$ cat src/common/pma_bank_pkg.sv
// Purpose: Constants and carriers for the PMA management register bank
// Assumes: 16-bit management registers addressed by a 16-bit register number
// Notes: Register numbers are those of the PMA device space
package pma_bank_pkg;

    // ************************************************************
    // Register numbers
    // ************************************************************
    localparam logic [4:0] PMA_DEVICE_SPACE = 5'h01;
    localparam logic [15:0] EXT_ABILITY_ONE_ADDR = 16'h000B;
    localparam logic [15:0] EXT_ABILITY_TWO_ADDR = 16'h0012;
    localparam logic [15:0] ROLE_CONTROL_ADDR = 16'h0834;
    localparam logic [15:0] TEST_MODE_CONTROL_ADDR = 16'h0836;

    // ************************************************************
    // Field positions and fixed values
    // ************************************************************
    localparam int EXTRA_ABILITY_BIT = 11;
    localparam int T1_SUPPORT_BIT = 0;
    localparam int ROLE_BIT = 14;
    localparam int TEST_SEL_LSB = 12;
    localparam logic [15:0] EXT_ABILITY_ONE_VALUE = 16'h0800;
    localparam logic [15:0] EXT_ABILITY_TWO_VALUE = 16'h0001;
    localparam logic [15:0] ROLE_CONTROL_FIXED = 16'h8000;
    localparam logic [15:0] TEST_MODE_FIXED = 16'h0001;
    localparam logic [3:0] TEST_SEL_RESET = 4'h0;

    // ************************************************************
    // Transmitter test pattern codes
    // ************************************************************
    localparam logic [3:0] TEST_CODE_NORMAL = 4'h0;
    localparam logic [3:0] TEST_CODE_MODE1 = 4'h2;
    localparam logic [3:0] TEST_CODE_MODE2 = 4'h4;
    localparam logic [3:0] TEST_CODE_MODE4 = 4'h8;
    localparam logic [3:0] TEST_CODE_MODE5 = 4'hA;

    typedef enum logic [2:0]
    {
        TX_NORMAL,
        TX_TEST_MODE1,
        TX_TEST_MODE2,
        TX_TEST_MODE4,
        TX_TEST_MODE5
    } test_mode_type;

    typedef struct packed
    {
        logic [4:0] device_select;
        logic [15:0] addr;
        logic [15:0] wdata;
        logic wr;
        logic rd;
    } mgmt_req_type;

    typedef struct packed
    {
        logic [15:0] rdata;
        logic rvalid;
        logic hit;
    } mgmt_rsp_type;

endpackage

$ cat src/verilog/t1_pma_mmd_register_bank.sv
// Purpose: PMA management register bank of a 100BASE-T1 transceiver
// Assumes: Indirect access logic presents decoded requests on this clock
// Notes: Requests outside the PMA device space or unmapped read as zero, no hit
//
// Operation
// - Extended ability register one reads a fixed one in bit 11.
// - Extended ability register two reads one in bit 0, zeros elsewhere.
// - Role control bit 14 is read-write, master when one, reset from strap.
// - Test control bits 15:12 select normal or test modes 1, 2, 4, 5.
`timescale 1ns/100ps
module t1_pma_mmd_register_bank
    import pma_bank_pkg::*;
(
    input wire logic clock,
    input wire logic rst,
    input wire logic role_strap,
    input mgmt_req_type req,
    output mgmt_rsp_type rsp,
    output logic role_master,
    output test_mode_type test_mode
);

    // ************************************************************
    // Strap synchroniser and access decode
    // ************************************************************
    logic strap_meta_r;
    logic strap_sync_r;
    logic role_r;
    logic [3:0] test_sel_r;
    logic space_ok;
    logic [15:0] rdata_nxt;
    logic hit_nxt;

    always_ff @(posedge clock)
    begin
        strap_meta_r <= role_strap;
        strap_sync_r <= strap_meta_r;
    end

    // Accesses with another device selection belong to other banks
    assign space_ok = (req.device_select == PMA_DEVICE_SPACE);

    // ************************************************************
    // Writable fields
    // ************************************************************
    // Strap is sampled while reset is held, through the synchroniser
    always_ff @(posedge clock)
    begin
        if (rst)
        begin
            role_r <= strap_sync_r;
        end
        else if (req.wr && space_ok && req.addr == ROLE_CONTROL_ADDR)
        begin
            role_r <= req.wdata[ROLE_BIT];
        end
    end

    always_ff @(posedge clock)
    begin
        if (rst)
        begin
            test_sel_r <= TEST_SEL_RESET;
        end
        else if (req.wr && space_ok && req.addr == TEST_MODE_CONTROL_ADDR)
        begin
            test_sel_r <= req.wdata[TEST_SEL_LSB +: 4];
        end
    end

    // ************************************************************
    // Read path
    // ************************************************************
    always_comb
    begin
        rdata_nxt = 16'h0000;
        hit_nxt = space_ok;
        case (req.addr)
            EXT_ABILITY_ONE_ADDR: rdata_nxt = EXT_ABILITY_ONE_VALUE;
            EXT_ABILITY_TWO_ADDR: rdata_nxt = EXT_ABILITY_TWO_VALUE;
            ROLE_CONTROL_ADDR:
            begin
                rdata_nxt = ROLE_CONTROL_FIXED;
                rdata_nxt[ROLE_BIT] = role_r;
            end
            TEST_MODE_CONTROL_ADDR:
            begin
                rdata_nxt = TEST_MODE_FIXED;
                rdata_nxt[TEST_SEL_LSB +: 4] = test_sel_r;
            end
            default: hit_nxt = 1'b0;
        endcase
        if (!space_ok)
        begin
            rdata_nxt = 16'h0000;
        end
    end

    // Read data registered so the bus sees one-cycle latency
    always_ff @(posedge clock)
    begin
        if (rst)
        begin
            rsp <= '0;
        end
        else
        begin
            rsp.rvalid <= req.rd;
            rsp.hit <= req.rd & hit_nxt;
            rsp.rdata <= req.rd ? rdata_nxt : 16'h0000;
        end
    end

    assign role_master = role_r;

    test_mode_decode u_decode
    (
        .transmit_test_pattern_select(test_sel_r),
        .mode(test_mode)
    );

    // ************************************************************
    // Checks
    // ************************************************************
    AST_EXT1_VALUE: assert property (@(posedge clock) disable iff (rst)
        req.rd && space_ok && req.addr == EXT_ABILITY_ONE_ADDR
        |=> rsp.rvalid && rsp.rdata == 16'h0800)
        else $error("extended ability one read wrong");

    AST_EXT2_VALUE: assert property (@(posedge clock) disable iff (rst)
        req.rd && space_ok && req.addr == EXT_ABILITY_TWO_ADDR
        |=> rsp.rdata == 16'h0001)
        else $error("extended ability two read wrong");

    AST_ROLE_WRITE: assert property (@(posedge clock) disable iff (rst)
        req.wr && space_ok && req.addr == ROLE_CONTROL_ADDR
        |=> role_master == $past(req.wdata[14]))
        else $error("role bit did not take write");

    AST_ROLE_READBACK: assert property (@(posedge clock) disable iff (rst)
        req.rd && space_ok && req.addr == ROLE_CONTROL_ADDR
        |=> rsp.rdata == {1'b1, $past(role_master), 14'h0000})
        else $error("role control read wrong");

    AST_TEST_MODE5: assert property (@(posedge clock) disable iff (rst)
        req.wr && space_ok && req.addr == TEST_MODE_CONTROL_ADDR && req.wdata[15:12] == 4'hA
        |=> test_mode == TX_TEST_MODE5)
        else $error("test mode 5 not selected");

    // Every code outside the listed set must fall back, not one spot value
    AST_TEST_UNLISTED: assert property (@(posedge clock) disable iff (rst)
        req.wr && space_ok && req.addr == TEST_MODE_CONTROL_ADDR
        && req.wdata[TEST_SEL_LSB +: 4] != TEST_CODE_NORMAL
        && req.wdata[TEST_SEL_LSB +: 4] != TEST_CODE_MODE1
        && req.wdata[TEST_SEL_LSB +: 4] != TEST_CODE_MODE2
        && req.wdata[TEST_SEL_LSB +: 4] != TEST_CODE_MODE4
        && req.wdata[TEST_SEL_LSB +: 4] != TEST_CODE_MODE5
        |=> test_mode == TX_NORMAL)
        else $error("unlisted code not normal");

    AST_TEST_READBACK: assert property (@(posedge clock) disable iff (rst)
        req.rd && space_ok && req.addr == TEST_MODE_CONTROL_ADDR
        |=> rsp.rdata[11:0] == 12'h001)
        else $error("test control reserved bits wrong");

    AST_OTHER_SPACE: assert property (@(posedge clock) disable iff (rst)
        req.rd && !space_ok |=> rsp.rvalid && !rsp.hit && rsp.rdata == 16'h0000)
        else $error("foreign device space answered");

    AST_TEST_MODE1: assert property (@(posedge clock) disable iff (rst)
        req.wr && space_ok && req.addr == TEST_MODE_CONTROL_ADDR
        && req.wdata[TEST_SEL_LSB +: 4] == TEST_CODE_MODE1 |=> test_mode == TX_TEST_MODE1)
        else $error("test mode 1 not selected");

    AST_TEST_MODE2: assert property (@(posedge clock) disable iff (rst)
        req.wr && space_ok && req.addr == TEST_MODE_CONTROL_ADDR
        && req.wdata[TEST_SEL_LSB +: 4] == TEST_CODE_MODE2 |=> test_mode == TX_TEST_MODE2)
        else $error("test mode 2 not selected");

    AST_TEST_MODE4: assert property (@(posedge clock) disable iff (rst)
        req.wr && space_ok && req.addr == TEST_MODE_CONTROL_ADDR
        && req.wdata[TEST_SEL_LSB +: 4] == TEST_CODE_MODE4 |=> test_mode == TX_TEST_MODE4)
        else $error("test mode 4 not selected");

    AST_TEST_NORMAL: assert property (@(posedge clock) disable iff (rst)
        req.wr && space_ok && req.addr == TEST_MODE_CONTROL_ADDR
        && req.wdata[TEST_SEL_LSB +: 4] == TEST_CODE_NORMAL |=> test_mode == TX_NORMAL)
        else $error("normal operation not selected");

    AST_ROLE_HOLD: assert property (@(posedge clock) disable iff (rst)
        !(req.wr && space_ok && req.addr == ROLE_CONTROL_ADDR) |=> $stable(role_master))
        else $error("role bit changed without a write");

    AST_TEST_SEL_HOLD: assert property (@(posedge clock) disable iff (rst)
        !(req.wr && space_ok && req.addr == TEST_MODE_CONTROL_ADDR) |=> $stable(test_mode))
        else $error("test mode changed without a write");

    AST_FOREIGN_WRITE: assert property (@(posedge clock) disable iff (rst)
        req.wr && !space_ok |=> $stable(role_master) && $stable(test_mode))
        else $error("foreign write changed a field");

    // Checked only once the strap has had time to cross both flops
    AST_ROLE_RESET: assert property (@(posedge clock)
        rst && $past(rst) && $past(rst, 2) |=> role_master == $past(role_strap, 3))
        else $error("role did not take the strap in reset");

    AST_MODE_RESET: assert property (@(posedge clock)
        rst |=> test_mode == TX_NORMAL && !rsp.rvalid && !rsp.hit)
        else $error("reset left a mode or an answer");

    // Answer fields stand one cycle only, so the bus never sees stale data
    AST_READ_IDLE: assert property (@(posedge clock) disable iff (rst)
        !req.rd |=> !rsp.rvalid && !rsp.hit && rsp.rdata == 16'h0000)
        else $error("answer outside its cycle");

    AST_UNMAPPED: assert property (@(posedge clock) disable iff (rst)
        req.rd && space_ok && req.addr != EXT_ABILITY_ONE_ADDR
        && req.addr != EXT_ABILITY_TWO_ADDR && req.addr != ROLE_CONTROL_ADDR
        && req.addr != TEST_MODE_CONTROL_ADDR
        |=> rsp.rvalid && !rsp.hit && rsp.rdata == 16'h0000)
        else $error("unmapped register answered");

    AST_EXT2_HIT: assert property (@(posedge clock) disable iff (rst)
        req.rd && space_ok && req.addr == EXT_ABILITY_TWO_ADDR |=> rsp.rvalid && rsp.hit)
        else $error("extended ability two read missed");

endmodule

$ cat src/verilog/test_mode_decode.sv
// Purpose: Decode the transmit test pattern selection into a mode
// Assumes: Selection field is the four-bit register field
// Notes: Purely combinational
`timescale 1ns/100ps
module test_mode_decode
    import pma_bank_pkg::*;
(
    input wire logic [3:0] transmit_test_pattern_select,
    output test_mode_type mode
);

    always_comb
    begin
        case (transmit_test_pattern_select)
            TEST_CODE_MODE1: mode = TX_TEST_MODE1;
            TEST_CODE_MODE2: mode = TX_TEST_MODE2;
            TEST_CODE_MODE4: mode = TX_TEST_MODE4;
            TEST_CODE_MODE5: mode = TX_TEST_MODE5;
            // Unlisted codes must never drive a pattern onto the wire
            default: mode = TX_NORMAL;
        endcase
    end

endmodule

$ cat config.mk
export PLATFORM = sky130hd
export DESIGN_NAME = t1_pma_mmd_register_bank
export DESIGN_NICKNAME = d
export VERILOG_FILES = /design/src/common/pma_bank_pkg.sv /design/src/verilog/t1_pma_mmd_register_bank.sv /design/src/verilog/test_mode_decode.sv
export SDC_FILE = /design/constraint.sdc
export NUM_CORES = 1
export LEC_CHECK = 0
export ABC_AREA = 1
export CAP_MARGIN = 10
export CORE_MARGIN = 3
export CORE_UTILIZATION = 55
export CTS_CLUSTER_DIAMETER = 100
export DETAILED_ROUTE_END_ITERATION = 6
export DONT_BUFFER_PORTS = 1
export PLACE_DENSITY = 0.82
export REMOVE_ABC_BUFFERS = 1
export SLEW_MARGIN = 5
export SYNTH_ARGS = -nofsm -noshare
export SYNTH_HDL_FRONTEND = slang
export SYNTH_SLANG_ARGS = --single-unit
$ cat constraint.sdc
create_clock -name clock -period 2.1 [get_ports clock]
set_clock_uncertainty 0.2 [all_clocks]
set_input_delay 0.315 -clock clock [delete_from_list [all_inputs] [get_ports clock]]
set_output_delay 0.315 -clock clock [all_outputs]
set_load 0.01 [all_outputs]
* After elaboration in Yosys (flattened, before gate mapping)
Cells that the tools add are included.
** Word-level totals
- Bits in read-only memories :: 0
- Memories kept :: 0
- Word-level logic and storage cells :: 30
- Bits in latches :: 0
- Output and inout bits :: 22
- Bits of input ports :: 42
- Bits in registers :: 25
- Bits in writable memories :: 0
** Cells by class
- Mux-type cells :: 5
- Eq/ne operators :: 9
- Reductions and logical operators :: 6
- Order comparisons :: 0
- $add $sub $neg :: 0
- Bitwise logic cells :: 3
- Multipliers :: 0
- Divide/modulo/power cells :: 0
- Shift operators :: 0
** Operators by type and width (number)
- $pmux 16 s4 :: 1
- $eq 16x12->1 const B :: 2
- $eq 16x4->1 const B :: 1
- $eq 16x5->1 const B :: 1
- $pmux 3 s4 :: 1
- $eq 4x4->1 const B :: 2
- $eq 5x1->1 const B :: 1
- $eq 4x2->1 const B :: 1
- $eq 4x3->1 const B :: 1
- $reduce_or 4->1 :: 1
- $logic_and 1x1->1 :: 3
- $mux 1 :: 3
- $reduce_or 3->1 :: 1
- $not 1->1 :: 2
- $reduce_bool 2->1 :: 1
- $and 1x1->1 :: 1

* Logic depth before layout (Yosys ltp)
- Depth after elaboration :: 5
- Depth in mapped cells :: 8
- Depth with buffers taken out :: 8

* Modules after synthesis
From an unflattened synthesis, not the netlist that was laid out.
** Second synthesis, totals
- Cell total of the unflattened synthesis :: 133
- Area, all modules :: 882.1 um^2
** By module, submodules not included
- t1_pma_mmd_register_bank :: area an instance 824.5 um^2, cells each 119, sequential area each 310.3 um^2, times used 1
- test_mode_decode :: area an instance 57.6 um^2, cells each 14, sequential area each 0.0 um^2, times used 1

* Worst setup path after synthesis
OpenSTA, ideal clock, no wires.
- Path kind :: input-to-reg
- From :: input req[33] in the netlist's numbering
- To :: register role_r (netlist: role_master) (enable)
- Cell stages on the path :: 5
- Buffers on the path :: 0
- Path slack :: 0.668 ns
- Data arrival time :: 0.922 ns
- Required time :: 1.590 ns
- Setup time :: 0.310 ns
- Path through :: nor2_1 -> nand2_2 -> nor2_4 -> nand2_1 -> o21ai_0
** On the way
- Longest elaborated chain between the ends :: 3
** Ends and longest elaborated chain
- start: declaration :: line t1_pma_mmd_register_bank.sv:17 : input mgmt_req_type req,
- $eq 16x12->1 :: line t1_pma_mmd_register_bank.sv:53 : else if (req.wr && space_ok && req.addr == ROLE_CONTROL_ADDR)
- $logic_and 1x1->1 :: line t1_pma_mmd_register_bank.sv:53
- $reduce_bool 2->1 (no source line)
- end signal: assignment :: line t1_pma_mmd_register_bank.sv:51 : role_r <= strap_sync_r;
- end signal: assignment :: line t1_pma_mmd_register_bank.sv:55 : role_r <= req.wdata[ROLE_BIT];
- end: declaration :: line t1_pma_mmd_register_bank.sv:28 : logic role_r;
Every way passes these cells.
A chain may end at the register's enable or synchronous reset.

* Worst setup path after layout
- From :: register test_sel_r[1]
- To :: output test_mode[0]
** On the way
- Longest elaborated chain between the ends :: 2
- Elaborated cells on any way between the ends :: 5
- Those cells by class :: 4 x eq/ne; 1 x mux
** Ends and longest elaborated chain
- start: declaration :: line t1_pma_mmd_register_bank.sv:29 : logic [3:0] test_sel_r;
- start signal: assignment :: line t1_pma_mmd_register_bank.sv:67 : test_sel_r <= req.wdata[TEST_SEL_LSB +: 4];
- $eq 4x4->1, or another cell as far along :: line test_mode_decode.sv:14 : case (transmit_test_pattern_select)
- $pmux 3 s4 * :: line test_mode_decode.sv:14
- end: declaration :: line t1_pma_mmd_register_bank.sv:20 : output test_mode_type test_mode
Mark *: on every way between the ends. The rest lies on a longest branch, timed or not.

==> impl_metrics.py <==
metrics = {
    "run_status": {
        "status": "finished, final reports clean",
    },
    "setup_path": {
        "endpoint_kind": "primary output",
        "startpoint_type": "flip-flop",
        "reg2regPathDepth": 2,
        "arrival_ns": 1.11,
        "rrSetupSlack_ns": 1.13,
        "worstReg2RegEnd": "rsp[16]",
        "cp_data_required_time_ns": 1.58,
        "path_max_fanout": 4,
        "slowest_stage": "dfxtp_1",
        "cp_cell_sequence": "nand2_1 -> o31ai_1",
        "crit_type": "reg2out",
        "slowest_delay_ns": 0.38,
        "crit_end": "test_mode[0]",
        "r2r-start": "role_master",
        "setup.worst_path.start": "test_sel_r[1]",
    },
    "clock_tree": {
        "cts_resized": 0,
        "clk_path_buf_depth": 2,
        "clk_pin_slew_ns": 0.08,
        "clock-root-buffer": "clkbuf_4",
        "clkSinkCount": 15,
        "cts_max_level": 1,
        "cts-hold-fix-buffers": 3,
        "numCtsBuffers": 3,
        "post_cts_buffers": 0,
        "clk_latency_ns": 0.28,
        "cts_tree": "yes",
    },
    "final_layout": {
        "syn_to_final_growth_pct": 3.804,
        "final_net_count": 191,
        "finalCoreUtilization_pct": 62.01,
        "postLayoutCellArea_um2": 955.9,
        "layout-drive-gt1-share_pct": 14.19,
        "antenna_cells": 0,
    },
    "synthesis": {
        "synthFlopType": "dfxtp_1",
        "yosys_warnings": 0,
        "synthTopCellsByArea": "dfxtp_1 30%, nand2_1 12%, nor2_1 11%",
        "synth_cell_types": 20,
        "async_reset_ff_share_pct": 0,
        "synth_edf_count": 1,
        "synth_area_per_cell_um2": 6.485,
        "yosysTopAreaCell": "dfxtp_1",
        "syn_area_um2": 920.9,
        "synthCells": 142,
        "ys_ff_latch": 15,
        "ys_seq_area_share_pct": 33.70,
        "synth_top_cell_area_share_pct": 30.43,
    },
    "run": {
        "maxCapViolCount": 0,
    },
    "global_route": {
        "grt_max_degree": 9,
        "grt_pass1_wl_um": 2518,
        "grt_pass1_vias": 677,
        "track_usage_pct": 16.56,
        "grt_overflow": 0,
        "antenna_found_initial": 0,
    },
    "route": {
        "route.detailed.drc": 0,
        "avgRoutedWirePerCell_um": 9.890,
        "num_vias": 798,
        "vias_per_cell": 4.866,
        "final_antenna_net_count": 0,
        "drt-initial-drc-count": 9,
        "finalWirelength_um": 1622,
        "drtPass1Iterations": 4,
    },
    "die": {
        "start_util_pct": 59.74,
        "core_um2": 1541,
        "fp.dieH_um": 46.92,
        "rows": 14,
        "die-area_um2": 2201,
        "io_pins": 64,
        "dieWidth_um": 46.92,
    },
    "pwr": {
        "p_leak_nw": 0.4738,
        "fin_total_pwr_uw": 502.5,
        "power.density_nw_per_um2": 525.6,
        "peakVddDrop_mv": 0.4198,
    },
    "sta": {
        "rsz0062_at_grt": "no",
        "min_period_ns": 1.627,
        "drv_slew": 0,
        "fin_ws_ns": 0.4732,
        "post-route-period-util_pct": 77.47,
        "max_clock_freq_ghz": 0.6147,
        "setup_viol": 0,
        "hold_viol": 0,
        "tns_ns": 0,
    },
    "placed_design": {
        "dpl_cell_area_um2": 899.6,
        "io_buffers": 0,
        "place_ws_ns": 0.5707,
        "globalplace.congestion": 0.7606,
        "dp_hpwl_um": 1373,
    },
    "min_path": {
        "min_path_type": "in2reg",
        "min-delay-start": "rst",
        "holdPathStages": 3,
    },
}
## critical path: cells and delay by family, from the launching register on
family           cells  cell delay (ns)
flip-flops           1             0.38
AO/OA/AOI/OAI        1             0.36
AND/OR/NAND/NOR      1             0.09
## where the power goes
group | switching (mW) | leakage (nW) | internal, mW
registers | 0.00303 | 0.124 | 0.292
logic | 0.0314 | 0.335 | 0.0176
clock network | 0.0848 | 0.0150 | 0.0738
## Yosys cell counts (2+ instances only)
library cell	count
nor2_4	3
dfxtp_1	14
buf_4	10
o21ai_0	2
nand2_1	29
inv_1	20
nand2_4	2
nor2_2	6
nor2_1	27
nand3_1	12
nand2_2	3
inv_2	4
nor3_1	2
a21oi_1	2
## state kept, by name (all words and copies together), names as in the netlist
name / flops
strap_sync_r: 1
role_master: 1
strap_meta_r: 1
test_sel_r: 4
rsp: 8
## per-stage QoR
step | std cells | hold WS [ns]
2_1_floorplan | 141 | 0.1096
3_3_place_gp | 157 | 0.1125
3_5_place_dp | 157 | 0.1207
4_1_cts | 164 | 0.01568
5_1_grt | 164 | 0.02737
6_report | 164 | 0.02612
## cells by family after synthesis
group | count (synthesis) | share of synthesized area (%)
buffers and inverters | 34 | 17.93
AND/OR/NAND/NOR | 87 | 44.97
AO/OA/AOI/OAI | 5 | 2.990
flip-flops | 15 | 33.70
other | 1 | 0.4072
## worst min path at each step
stage                    end  slack (ns)
6_report       test_sel_r[0]        0.03
5_1_grt        test_sel_r[0]        0.03
4_1_cts        test_sel_r[0]        0.02
3_5_place_dp    strap_sync_r        0.12
3_3_place_gp    strap_sync_r        0.11
2_1_floorplan   strap_sync_r        0.11
## final cells by class
| cell class | count | area, um^2 |
|---|---|---|
| Fill cell | 135 | 585.6 |
| Multi-Input combinational cell | 102 | 479.2 |
| Sequential cell | 15 | 310.3 |
| Inverter | 24 | 90.09 |
| Timing Repair Buffer | 3 | 30.03 |
| Clock buffer | 4 | 26.28 |
| Tap cell | 16 | 20.02 |
## routing by layer
metal	global-route usage [%]	wire, um
met5	0	0
met4	9.945	40
met3	4.981	180
met2	26.83	772
met1	19.08	629
## cells in the final DEF, fill, tap and decap left out, types with 2 or more instances in the layout
cell type | Yosys | final
a21oi_1 | 2 | 2
clkbuf_4 | 0 | 3
conb_1 | 1 | 10
dfxtp_1 | 14 | 14
dlygate4sd3_1 | 0 | 3
inv_1 | 20 | 20
inv_2 | 4 | 4
nand2_1 | 29 | 29
nand2_2 | 3 | 3
nand2_4 | 2 | 2
nand3_1 | 12 | 12
nor2_1 | 27 | 27
nor2_2 | 6 | 6
nor2_4 | 3 | 3
nor3_1 | 2 | 2
o21ai_0 | 2 | 2
(Power assumes the default switching activity.)
